**src/inc/rgx_map.svh**
```systemverilog
// Sizes, alignment, implementation codes and defaults for the register group port
`ifndef RGX_MAP_SVH
`define RGX_MAP_SVH
`define RGX_NREG        3
`define RGX_AW          8
`define RGX_DW          32
`define RGX_REGWIDTH    32
`define RGX_ALIGN       4
`define RGX_MEM_ENTRIES 1
`define RGX_MEM_WIDTH   `RGX_REGWIDTH
`define RGX_IMPL_INT    2'h0
`define RGX_IMPL_EXT    2'h1
`define RGX_IMPL_ALIAS  2'h2
`endif

```
**src/inc/rgx_pkg.sv**
```systemverilog
// Types for the register group external port
package rgx_pkg;
  typedef enum logic [1:0] {
    RGX_GRP_NONE = 2'b00,
    RGX_GRP_INT  = 2'b01,
    RGX_GRP_EXT  = 2'b10
  } rgx_grp_t;
  typedef struct packed {
    logic req;
    logic wr;
  } rgx_ctl_t;
endpackage : rgx_pkg

```
**src/hdl/rgx_group.sv**
```systemverilog
// Register group: internal/external split and shared external bus
// Notes on behaviour
// Shared option gives one common control set to external members.
// Shared write data spans all registers, fields at own positions.
// Shared read data common; each value extracted by field positions.
// Undeclared group gives per-member selects beside shared control.
// External group presents address as byte offset from group start.
// Error input on external group; outermost group counts only.
// External error merges into top-level transaction error.
// Alignment is a power of two in bytes.
// Default placement aligns each member to its own width.
// Member decode uses byte addresses.
// Internal group forces all internal; external forces all external.
// Undeclared group uses each member's own declaration.
// Group holds at least one member; kinds may mix.
// Memory entry count positive, default one.
// Memory width positive, defaults to register width.
// External member drives only its own field bits while selected.
`timescale 1ns/1ps
`include "rgx_map.svh"
module rgx_group
  import rgx_pkg::*;
#(
  parameter int              NREG     = `RGX_NREG,
  parameter int              AW       = `RGX_AW,
  parameter int              DW       = `RGX_DW,
  parameter int              ALIGN    = `RGX_ALIGN,
  parameter int              MEM_N    = `RGX_MEM_ENTRIES,
  parameter int              MEM_W    = `RGX_MEM_WIDTH,
  parameter rgx_grp_t        GRP      = RGX_GRP_NONE,
  parameter bit              SHARED   = 1'b1,
  parameter bit              ERR_EN   = 1'b1,
  parameter bit              OUTER    = 1'b1,
  parameter logic [AW-1:0]   BASE     = 8'h00,
  parameter logic [NREG*2-1:0] KIND   = 6'b01_01_00,
  parameter logic [NREG*DW-1:0] FMASK = {3{32'hFFFF_FFFF}}
)(
  input  wire logic            clk,        // 10 MHz clock
  input  wire logic            rstn,       // Async reset, active low
  input  wire logic            req,        // Access request
  input  wire logic            wr,         // 1 write, 0 read
  input  wire logic [AW-1:0]   addr,       // Byte address
  input  wire logic [DW-1:0]   wdata,      // Write data
  output logic      [DW-1:0]   rdata,      // Read data
  output logic                 ack,        // Access done
  output logic                 err,        // Transaction error
  output rgx_ctl_t             ext_ctl,    // Shared external control
  output logic      [NREG-1:0] ext_sel,    // Per-member selects
  output logic      [AW-1:0]   ext_addr,   // Offset from group start
  output logic      [DW-1:0]   ext_wdata,  // Shared write data
  input  wire logic [DW-1:0]   ext_rdata,  // Shared read data
  input  wire logic            ext_err     // Error from external side
);
  localparam int STRIDE = (DW / 8 > ALIGN) ? DW / 8 : ALIGN;

  initial begin
    if (ALIGN <= 0 || (ALIGN & (ALIGN - 1)) != 0)
      $error("alignment not a power of two");
    if (NREG < 1)
      $error("group needs a member");
    if (MEM_N <= 0 || MEM_W <= 0)
      $error("memory size must be positive");
  end

  // Effective implementation per member after group coercion
  logic [NREG-1:0] is_ext;
  logic [NREG-1:0] hit;
  logic [AW-1:0]   off;
  assign off = addr - BASE;

  // Continuous assigns: one packed vector, one driver per bit
  genvar g;
  generate
    for (g = 0; g < NREG; g++) begin : g_mem
      assign is_ext[g] = (GRP == RGX_GRP_INT) ? 1'b0 :
                         (GRP == RGX_GRP_EXT) ? 1'b1 :
                         (KIND[g*2 +: 2] != `RGX_IMPL_INT);
      assign hit[g]    = (off == AW'(g * STRIDE));
    end
  endgenerate

  // Internal storage for non-external members
  logic [DW-1:0] store_q [NREG];
  logic [DW-1:0] store_d [NREG];
  always_comb begin
    for (int i = 0; i < NREG; i++) begin
      store_d[i] = store_q[i];
      if (req && wr && hit[i] && !is_ext[i])
        store_d[i] = wdata & FMASK[i*DW +: DW];
    end
  end
  always_ff @(posedge clk or negedge rstn) begin
    if (!rstn) begin
      for (int i = 0; i < NREG; i++)
        store_q[i] <= '0;
    end else begin
      for (int i = 0; i < NREG; i++)
        store_q[i] <= store_d[i];
    end
  end

  // Combined field span of external members
  logic [DW-1:0] span;
  logic [DW-1:0] sel_mask;
  logic          ext_hit;
  logic          any_hit;
  always_comb begin
    span     = '0;
    sel_mask = '0;
    for (int i = 0; i < NREG; i++) begin
      if (is_ext[i])
        span = span | FMASK[i*DW +: DW];
      if (hit[i])
        sel_mask = FMASK[i*DW +: DW];
    end
    ext_hit = |(hit & is_ext);
    any_hit = |hit;
  end

  // Registered outputs
  rgx_ctl_t        ctl_q, ctl_d;
  logic [NREG-1:0] sel_q, sel_d;
  logic [AW-1:0]   xa_q, xa_d;
  logic [DW-1:0]   xw_q, xw_d;
  logic [DW-1:0]   rd_q, rd_d;
  logic            ack_q, ack_d;
  logic            err_q, err_d;
  logic            pend_q, pend_d;
  logic [DW-1:0]   sel_mask_q;

  always_comb begin
    ctl_d  = '0;
    sel_d  = '0;
    xa_d   = xa_q;
    xw_d   = xw_q;
    rd_d   = rd_q;
    ack_d  = 1'b0;
    err_d  = 1'b0;
    pend_d = 1'b0;
    if (pend_q) begin
      // External answer taken in the same cycle as the strobe; ack follows one cycle later
      ack_d = 1'b1;
      rd_d  = ext_rdata & sel_mask_q & span;
      err_d = ERR_EN && OUTER && (GRP == RGX_GRP_EXT) && ext_err;
    end else if (req) begin
      if (ext_hit) begin
        ctl_d.req = 1'b1;
        ctl_d.wr  = wr;
        if (SHARED)
          sel_d = hit & is_ext;
        else
          sel_d = hit & is_ext;
        xa_d   = off;
        xw_d   = wdata & span;
        pend_d = 1'b1;
      end else begin
        ack_d = 1'b1;
        err_d = !any_hit;
        rd_d  = '0;
        for (int i = 0; i < NREG; i++)
          if (hit[i])
            rd_d = store_q[i] & FMASK[i*DW +: DW];
      end
    end
  end

  always_ff @(posedge clk or negedge rstn) begin
    if (!rstn) begin
      ctl_q      <= '0;
      sel_q      <= '0;
      xa_q       <= '0;
      xw_q       <= '0;
      rd_q       <= '0;
      ack_q      <= 1'b0;
      err_q      <= 1'b0;
      pend_q     <= 1'b0;
      sel_mask_q <= '0;
    end else begin
      ctl_q      <= ctl_d;
      sel_q      <= sel_d;
      xa_q       <= xa_d;
      xw_q       <= xw_d;
      rd_q       <= rd_d;
      ack_q      <= ack_d;
      err_q      <= err_d;
      pend_q     <= pend_d;
      sel_mask_q <= pend_d ? sel_mask : sel_mask_q;
    end
  end

  assign ext_ctl   = ctl_q;
  assign ext_sel   = (GRP == RGX_GRP_NONE) ? sel_q : '0;
  assign ext_addr  = xa_q;
  assign ext_wdata = xw_q;
  assign rdata     = rd_q;
  assign ack       = ack_q;
  assign err       = err_q;

  a_ctl_one_strobe: assert property (@(posedge clk) disable iff (!rstn)
    ext_ctl.req |=> !ext_ctl.req && ack)
    else $error("external strobe not answered");
  a_wdata_span: assert property (@(posedge clk) disable iff (!rstn)
    ext_ctl.req |-> (ext_wdata & ~span) == '0)
    else $error("write data outside span");
  a_rdata_field: assert property (@(posedge clk) disable iff (!rstn)
    $past(pend_q) && ack |-> (rdata & ~span) == '0)
    else $error("read data outside span");
  a_sel_one_hot: assert property (@(posedge clk) disable iff (!rstn)
    ext_ctl.req |-> $onehot0(ext_sel))
    else $error("more than one select");
  a_addr_offset: assert property (@(posedge clk) disable iff (!rstn)
    req && ext_hit && !pend_q |=> ext_addr == $past(addr) - BASE)
    else $error("bad group offset");
  a_err_path: assert property (@(posedge clk) disable iff (!rstn)
    pend_q && ext_err && ERR_EN && OUTER && GRP == RGX_GRP_EXT |=> err)
    else $error("external error lost");
  a_int_no_ext: assert property (@(posedge clk) disable iff (!rstn)
    GRP == RGX_GRP_INT |-> !ext_ctl.req)
    else $error("internal group used external bus");
  a_int_ack: assert property (@(posedge clk) disable iff (!rstn)
    req && !pend_q && !ext_hit |=> ack ##1 !ack)
    else $error("internal access not acked");
  c_ext_write: cover property (@(posedge clk) ext_ctl.req && ext_ctl.wr);
  c_ext_read: cover property (@(posedge clk) ext_ctl.req && !ext_ctl.wr);
  c_err_seen: cover property (@(posedge clk) err);
endmodule : rgx_group

```
**config.mk**
```make
export PLATFORM = sky130hd
export DESIGN_NAME = rgx_group
export DESIGN_NICKNAME = d
export VERILOG_FILES = /design/src/inc/rgx_pkg.sv /design/src/hdl/rgx_group.sv
export VERILOG_INCLUDE_DIRS = /design/src /design/src/inc
export SDC_FILE = /design/constraint.sdc
export NUM_CORES = 1
export LEC_CHECK = 0
export ABC_AREA = 1
export BUFFER_PORTS_ARGS = -buffer_cell sky130_fd_sc_hd__clkbuf_2
export CAP_MARGIN = 20
export CELL_PAD_IN_SITES_DETAIL_PLACEMENT = 0
export CELL_PAD_IN_SITES_GLOBAL_PLACEMENT = 1
export CORE_MARGIN = 2
export CORE_UTILIZATION = 33
export CTS_CLUSTER_DIAMETER = 80
export DETAILED_ROUTE_END_ITERATION = 10
export PLACE_DENSITY = 0.87
export SYNTH_ARGS = -nofsm -noshare
export SYNTH_HDL_FRONTEND = slang
export SYNTH_SLANG_ARGS = --single-unit
```
**constraint.sdc**
```tcl
create_clock -name clk -period 1.5 [get_ports clk]
set_clock_uncertainty 0.05 [all_clocks]
set_input_delay 0 -clock clk [delete_from_list [all_inputs] [get_ports clk]]
set_output_delay 0 -clock clk [all_outputs]
set_load 0.01 [all_outputs]
```
Yosys cells after proc, flatten, opt, wreduce, memory -nomap -nowiden
Cells that the tools add are included.
- latch bits: 0
- logic and storage cells: 49
- memories: 0
- input port bits: 77
- RAM bits: 0
- output and inout bits: 79
- bits in read-only memories: 0
- bits in registers: 144
- order comparisons: 0
- equality and inequality tests: 3
- reductions and logical operators: 9
- multiply operators: 0
- $add $sub $neg: 0
- bitwise logic cells: 2
- shift-type cells: 0
- multiplexer cells: 24
- div/mod/pow operators: 0
- operators with widths (cell ; number):
    32-bit 2-to-1 mux ; 9
    32-bit AND ; 1
    1-bit 2-to-1 mux ; 9
    3-bit 2-to-1 mux ; 3
    8-bit by 3-bit == test with 1-bit output (second input constant) ; 1
    8-bit by 4-bit == test with 1-bit output (second input constant) ; 1
    8-bit logical NOT ; 1
    2-bit 2-to-1 mux ; 3
    3-bit AND reduction ; 1
    3-bit OR reduction ; 1
    1-bit logical AND ; 2
    2-bit by 1-bit != test with 1-bit output (second input constant) ; 1
    2-bit AND reduction ; 1
    2-bit nonzero test ; 1
    2-bit OR reduction ; 1
    1-bit logical NOT ; 1
    1-bit inverter ; 1

Longest topological paths before layout
Gate-level depths: netlist (run 1).
- depth in word-level cells: 7
- mapped depth: 9
- depth with buffers taken out: 8

Worst setup path before layout (run 1)
No wires, ideal clock.
- path kind: reg-to-reg
- start point: register, netlist name ext_ctl[1]
- end point: register xw_q[10] (netlist: ext_wdata[10])
- arrival time: 1.197 ns
- setup slack: 0.136 ns
- setup time: 0.117 ns
- stages on the path, launching flop included: 9
- cell sequence: dfrtp_1 -> buf_2 -> nor2_1 -> nand3_1 -> nand2_2 -> inv_2 -> buf_2 -> nand2_1 -> nand2_1
- RTL lines (what ; RTL line ; source):
    end signal, assigned ; rgx_group.sv:182 ; xw_q <= xw_d;
    end, declared ; rgx_group.sv:124 ; logic [DW-1:0] xw_q, xw_d;

==> results of run 1 <==
[cells in the mapped netlist]
| library cell | n | area share |
|---|---|---|
| o21ai_1 | 32 | 0.032 |
| inv_1 | 80 | 0.060 |
| nand2_2 | 1 | 0.0012 |
| conb_1 | 1 | 0.00075 |
| or2_2 | 1 | 0.0012 |
| buf_1 | 1 | 0.00075 |
| nand3_1 | 67 | 0.067 |
| buf_4 | 5 | 0.0075 |
| nor2_1 | 50 | 0.037 |
| nor3b_1 | 1 | 0.0015 |
| nand3_2 | 1 | 0.0020 |
| nor2_4 | 1 | 0.0022 |
| dfrtp_1 | 111 | 0.55 |
| inv_2 | 1 | 0.00075 |
| buf_2 | 26 | 0.026 |
| clkbuf_1 | 5 | 0.0037 |
| clkinv_1 | 1 | 0.00075 |
| nand2_1 | 268 | 0.20 |
[kinds of logic after synthesis]
family / count (synthesis) / share of synthesized area
buffers and inverters: 119 / 0.0994
DFF: 111 / 0.554
other: 1 / 0.000749
AOI/OAI and AO/OA: 32 / 0.0320
and+or+nand+nor: 390 / 0.313
[repair_timing]
item                                    4_1_cts  5_1_grt
gates cloned                                  0        1
hold buffers                                 66        0
resized for setup                             1        3
pin swaps                                     0        1
hold endpoints to repair                    208        0
endpoints found under the setup margin       32       38
[critical path, cell delays in order (launching register included)]
cell	delay, ns
dfrtp_1	0.43
nor2_2	0.17
nand3_1	0.16
nand2_4	0.18
buf_12	0.18
nand2_1	0.08
nand2_1	0.07
[registers in the layout, indices dropped and copies added, names as in the netlist]
signal / count
ext_ctl: 2
ext_wdata: 32
store_q: 32
ext_addr: 8
ack: 1
rdata: 32
ext_sel: 2
sel_mask_q: 1
err: 1
[metal layers]
layer,vias to the layer above,wire (um),global-route usage,part of all wire
met2,115,6310,0.262,0.45
met5,-,0,0,0
met4,0,393,0.0737,0.028
met1,2084,6780,0.258,0.48
li1,2377,-,-,-
met3,29,506,0.0193,0.036
[per-stage QoR]
step	cells	setup slack, ns	setup TNS, ns
CTS	1053	0.0346	0
global placement	971	0.0536	0
global route	1054	-0.0232	-0.0318
floorplan	653	0.136	0
finish	1054	0.110	0
detailed placement	971	-0.0464	-0.569
[power by group]
| group | switching (mW) | total, mW | internal [mW] |
|---|---|---|---|
| sequential | 0.0797 | 3.21 | 3.13 |
| combinational | 0.381 | 0.738 | 0.356 |
| clock | 1.20 | 2.58 | 1.39 |
[final cells by class]
cell class              count  area, um^2  area share
flip-flops and latches    111        2780       0.394
multi-input cells         423        1740       0.247
repair buffers            234        1660       0.235
inverters                  82         313      0.0444
clock buffers              10         239      0.0339
well taps                 188         235      0.0334
clock inverters             6        83.8      0.0119
[worst max-delay path by stage]
stage	from	to	slack (ns)	cells past startpoint
after detailed placement	ext_ctl[1]$_DFF_PN0_	ext_wdata[29]$_DFFE_PN0P_	-0.05	6
after global placement	ext_ctl[1]$_DFF_PN0_	ext_wdata[15]$_DFFE_PN0P_	0.05	6
after global routing	ext_ctl[1]$_DFF_PN0_	ext_wdata[6]$_DFFE_PN0P_	-0.02	6
after floorplan	ext_ctl[1]$_DFF_PN0_	ext_wdata[10]$_DFFE_PN0P_	0.14	8
after CTS	ext_ctl[1]$_DFF_PN0_	ext_wdata[6]$_DFFE_PN0P_	0.03	6
final	ext_ctl[1]$_DFF_PN0_	ext_wdata[6]$_DFFE_PN0P_	0.11	6
==> qor.txt, run 1 <==
initial antenna violation count -> 0
most frequent cells in the layout -> 268 x nand2_1, 152 x clkbuf_2, 111 x dfrtp_1
R2R cell count -> 6
via count -> 4605
Hold Path Class -> in -> async
setup repair after global routing missed its margin -> true
Die X-Extent -> 127 um
clk slew on worst S/H paths -> 0.08 ns
Post-layout nets -> 938
CTS Buffer Depth -> 2
first-pass iteration count of the detailed router -> 5
WP data arrival -> 1.63 ns
Fillers -> 1486
Total Wirelength -> 14000 um
placed cell area -> 6030 um^2
Initial Utilization -> 0.333
worst-skew pair later-pin latency -> 0.35 ns
Final Setup Violations -> 0
# DRC -> 0
# port buffers -> 153
max-slew violations -> 0
FF-to-FF End -> ext_wdata[6]$_DFFE_PN0P_
CP Data Required Time -> 1.74 ns
core area -> 15000 um^2
Pwr Density -> 927 nW/um^2
synthesized area -> 5010 um^2
CP Launch Type -> flop
io pins -> 156
most common cell after layout, fill and taps aside -> nand2_1
DPL Wire Length -> 9430 um
DR WL/cell -> 13.3 um
Cell Rows -> 45
CTS tree -> yes
Gate Count Post-Synth -> 653
first-pass GRT wire length -> 22700 um
GRT Overall Usage -> 0.175
Final ANT Viol Nets -> 0
min Tclk post-route -> 1.39 ns
layout cells sized above 1 -> 0.219
status -> complete, no violations
fin area -> 7050 um^2
total gr overflow -> 0
H-tree levels -> 3
Area Overhead vs Synth -> 40.7%
fmax -> 719 MHz
number of synthesized register bits -> 111
final core occ -> 0.469
fin crit share -> 0.927
Reg-to-Reg Start -> ext_ctl[1]$_DFF_PN0_
Leak -> 4.11 nW
Tot Pwr -> 6.53 mW
Yosys warning count -> 0
largest net degree at the start of global routing -> 65
CTS root buf -> clkbuf_16
Die ar. -> 16200 um^2
post-DR vias/cell -> 4.37
# clock sinks -> 111
Final Hold Viols -> 0
VDD IR max -> 0.464 mV
die height -> 127 um
cts bufs inserted -> 9
Setup Buffers After CTS -> 0
flop2flop setup slack -> 0.11 ns
Min Hold Slack -> 0.0112 ns
Crit Path Category -> reg -> reg
Final GP Congestion -> 0.818
DRT iter0 DRCs -> 276
max-cap violations -> 0
synthesized area per cell -> 7.67 um^2
vias in the first global route -> 4434
# diodes -> 0
Worst Path Max Fanout -> 19
Setup crit end kind -> flop
sequential-to-total area share from yosys stat -> 0.554
Synth cell types -> 18
syn nets -> 730
(Power assumes the default switching activity.)
==> inputs of run 2 (changes only) <==
--- a/config.mk
+++ b/config.mk
@@ -7,15 +7,15 @@
 export NUM_CORES = 1
 export LEC_CHECK = 0
 export ABC_AREA = 1
-export BUFFER_PORTS_ARGS = -buffer_cell sky130_fd_sc_hd__clkbuf_2
 export CAP_MARGIN = 20
 export CELL_PAD_IN_SITES_DETAIL_PLACEMENT = 0
 export CELL_PAD_IN_SITES_GLOBAL_PLACEMENT = 1
 export CORE_MARGIN = 2
-export CORE_UTILIZATION = 33
+export CORE_UTILIZATION = 40
 export CTS_CLUSTER_DIAMETER = 80
 export DETAILED_ROUTE_END_ITERATION = 10
-export PLACE_DENSITY = 0.87
+export DONT_BUFFER_PORTS = 1
+export PLACE_DENSITY = 0.85
 export SYNTH_ARGS = -nofsm -noshare
 export SYNTH_HDL_FRONTEND = slang
 export SYNTH_SLANG_ARGS = --single-unit
==> run 2 against run 1 <==
The run now ends with negative hold slack left; utilization up 4.3 points; non-clock buffer count fell by 153; clock power fell by 8.5%; combinational power is 45% lower; largest cell class unchanged; highest routed layer unchanged.
==> qor.txt, run 2 (synthesized netlist as in run 1, its figures left out) <==
core area -> 12100 um^2 (was 15000 um^2)
via count -> 4111 (was 4605)
Post-layout nets -> 785 (was 938)
Leak -> 3.41 nW (was 4.11 nW)
Int Pwr -> 4.52 mW (was 4.87 mW)
Total Wirelength -> 12800 um (was 14000 um)
Switching Fraction -> 0.253 (was 0.254)
Worst Path Max Fanout -> 33 (was 19)
CTS Hold Bufs -> 70 (was 66)
FF-to-FF End -> ext_wdata[7]$_DFFE_PN0P_ (was ext_wdata[6]$_DFFE_PN0P_)
post-route setup slack -> 0.0814 ns (was 0.110 ns)
Clock Power Share -> 0.390 (was 0.396)
max-slew violations -> 0 (unchanged)
dpl cells -> 794 (was 971)
Setup TNS -> 0 ns (unchanged)
Final GP Congestion -> 0.790 (was 0.818)
DRT iter0 DRCs -> 243 (was 276)
Setup crit end kind -> flop (unchanged)
# DRC -> 0 (unchanged)
most common cell after layout, fill and taps aside -> nand2_1 (unchanged)
Tot Pwr -> 6.05 mW (was 6.53 mW)
Final ANT Viol Nets -> 0 (unchanged)
min Tclk post-route -> 1.42 ns (was 1.39 ns)
vias in the first global route -> 3992 (was 4434)
io pins -> 156 (unchanged)
post-DR vias/cell -> 4.67 (was 4.37)
# diodes -> 0 (unchanged)
# clock sinks -> 111 (unchanged)
die height -> 116 um (was 127 um)
fin crit share -> 0.946 (was 0.927)
worst rel slew slack -> 0.610
area of the multi-input gates -> 1750 um^2 (was 1740 um^2)
status -> finished with violations (was complete, no violations)
Reg-to-Reg Start -> ext_ctl[1]$_DFF_PN0_ (unchanged)
Setup Buffers After CTS -> 0 (unchanged)
Pwr Density -> 975 nW/um^2 (was 927 nW/um^2)
Min Hold Slack -> -0.718 ns (was 0.0112 ns)
failing checks -> negative hold slack
Hold Path Class -> in -> async (unchanged)
flop2flop setup slack -> 0.08 ns (was 0.11 ns)
initial antenna violation count -> 0 (unchanged)
Worst Tran Pin Value -> 0.585 ns
Initial Utilization -> 0.414 (was 0.333)
CTS tree -> yes (unchanged)
first-pass iteration count of the detailed router -> 4 (was 5)
# port buffers -> 0 (was 153)
total gr overflow -> 0 (unchanged)
cts bufs inserted -> 9 (unchanged)
clk slew on worst S/H paths -> 0.08 ns (about the same)
max-cap violations -> 0 (unchanged)
H-tree levels -> 3 (unchanged)
Die X-Extent -> 116 um (was 127 um)
CP Launch Type -> flop (unchanged)
post-route insts no fill -> 881 (was 1054)
Die ar. -> 13400 um^2 (was 16200 um^2)
Final Setup Violations -> 0 (unchanged)
CP Data Required Time -> 1.70 ns (was 1.74 ns)
WP data arrival -> 1.62 ns (was 1.63 ns)
worst-skew pair later-pin latency -> 0.36 ns (was 0.35 ns)
R2R cell count -> 6 (unchanged)
Final Hold Viols -> 111 (was 0)
CTS Buffer Depth -> 2 (unchanged)
Fillers -> 1145 (was 1486)
largest net degree at the start of global routing -> 112 (was 65)
first-pass GRT wire length -> 20000 um (was 22700 um)
Crit Path Category -> reg -> reg (unchanged)
DR WL/cell -> 14.5 um (was 13.3 um)
P_sw -> 1.53 mW (was 1.66 mW)
worst slack, placed -> 0.0452 ns (was -0.0464 ns)
register share of total power -> 0.543 (was 0.491)
GRT Overall Usage -> 0.193 (was 0.175)
DPL Wire Length -> 8390 um (was 9430 um)
Cell Rows -> 40 (was 45)
VDD IR max -> 0.590 mV (was 0.464 mV)
register area -> 2780 um^2 (unchanged)
most frequent cells in the layout -> 268 x nand2_1, 111 x dfrtp_1, 80 x inv_1 (was 268 x nand2_1, 152 x clkbuf_2, 111 x dfrtp_1)
Area Overhead vs Synth -> 23.9% (was 40.7%)
Comb pwr share -> 0.067 (was 0.113)
layout cells sized above 1 -> 0.0477 (was 0.219)
fmax -> 705 MHz (was 719 MHz)
CTS root buf -> clkbuf_16 (unchanged)
[run 2: cell count changes in the layout (fill, tap and decap cells not counted), moves of 2 or more]
| cell | before | now |
|---|---|---|
| buf_12 | 8 | 5 |
| clkbuf_2 | 152 | 0 |
| dlygate4sd3_1 | 66 | 70 |
| buf_4 | 7 | 5 |
| clkinvlp_4 | 0 | 2 |
[run 2: worst max-delay path by stage]
stage	start	endpoint	slack [ns]	cells past startpoint
3_5_place_dp	ext_ctl[1]$_DFF_PN0_	ext_wdata[9]$_DFFE_PN0P_	0.05	6
4_1_cts	ext_ctl[1]$_DFF_PN0_	ext_wdata[9]$_DFFE_PN0P_	0.03	6
6_report	ext_ctl[1]$_DFF_PN0_	ext_wdata[7]$_DFFE_PN0P_	0.08	6
3_3_place_gp	ext_ctl[1]$_DFF_PN0_	ext_wdata[3]$_DFFE_PN0P_	0.11	6
5_1_grt	ext_ctl[1]$_DFF_PN0_	ext_wdata[7]$_DFFE_PN0P_	-0.01	6
2_1_floorplan	ext_ctl[1]$_DFF_PN0_	ext_wdata[10]$_DFFE_PN0P_	0.14	8
[run 2: worst max-delay path, stage by stage, from the launching register on]
cell	delay, ns
dfrtp_1	0.40
nor2_2	0.17
nand3_1	0.19
nand2_4	0.17
inv_4	0.14
nand2_1	0.12
nand2_1	0.06
[run 2: timing repair]
action | in CTS | in global routing
endpoints found under the hold margin | 212 | 111
endpoints found under the setup margin | 0 | 33
resized for setup | 0 | 5
[run 2: power by group through the flow]
stage	Combinational (mW)	Clock, mW	Sequential, mW
after floorplan	0.186	0	3.31
after global placement	0.216	0	3.34
after detailed placement	0.233	0	3.34
after CTS	0.397	2.43	3.29
after global routing	0.456	2.56	3.31
final	0.403	2.36	3.29
[run 2: through the flow]
step / util / cell area [um^2]
global route: 0.512 / 6200
CTS: 0.509 / 6160
global placement: 0.427 / 5170
finish: 0.512 / 6200
floorplan: - / 5010
detailed placement: 0.427 / 5170
[run 2: area by class of cell]
type / count / area share
multi-input combinational: 423 / 0.282
timing repair buffer: 81 / 0.139
tap: 168 / 0.0339
clock inverter: 7 / 0.0115
inverter: 82 / 0.0500
clock buffer: 9 / 0.0363
sequential: 111 / 0.448
[run 2: per-layer routing]
metal,GRT usage,wire (um)
met1,0.268,6010
met2,0.299,5850
met3,0.0377,708
met4,0.0746,223
met5,0,0
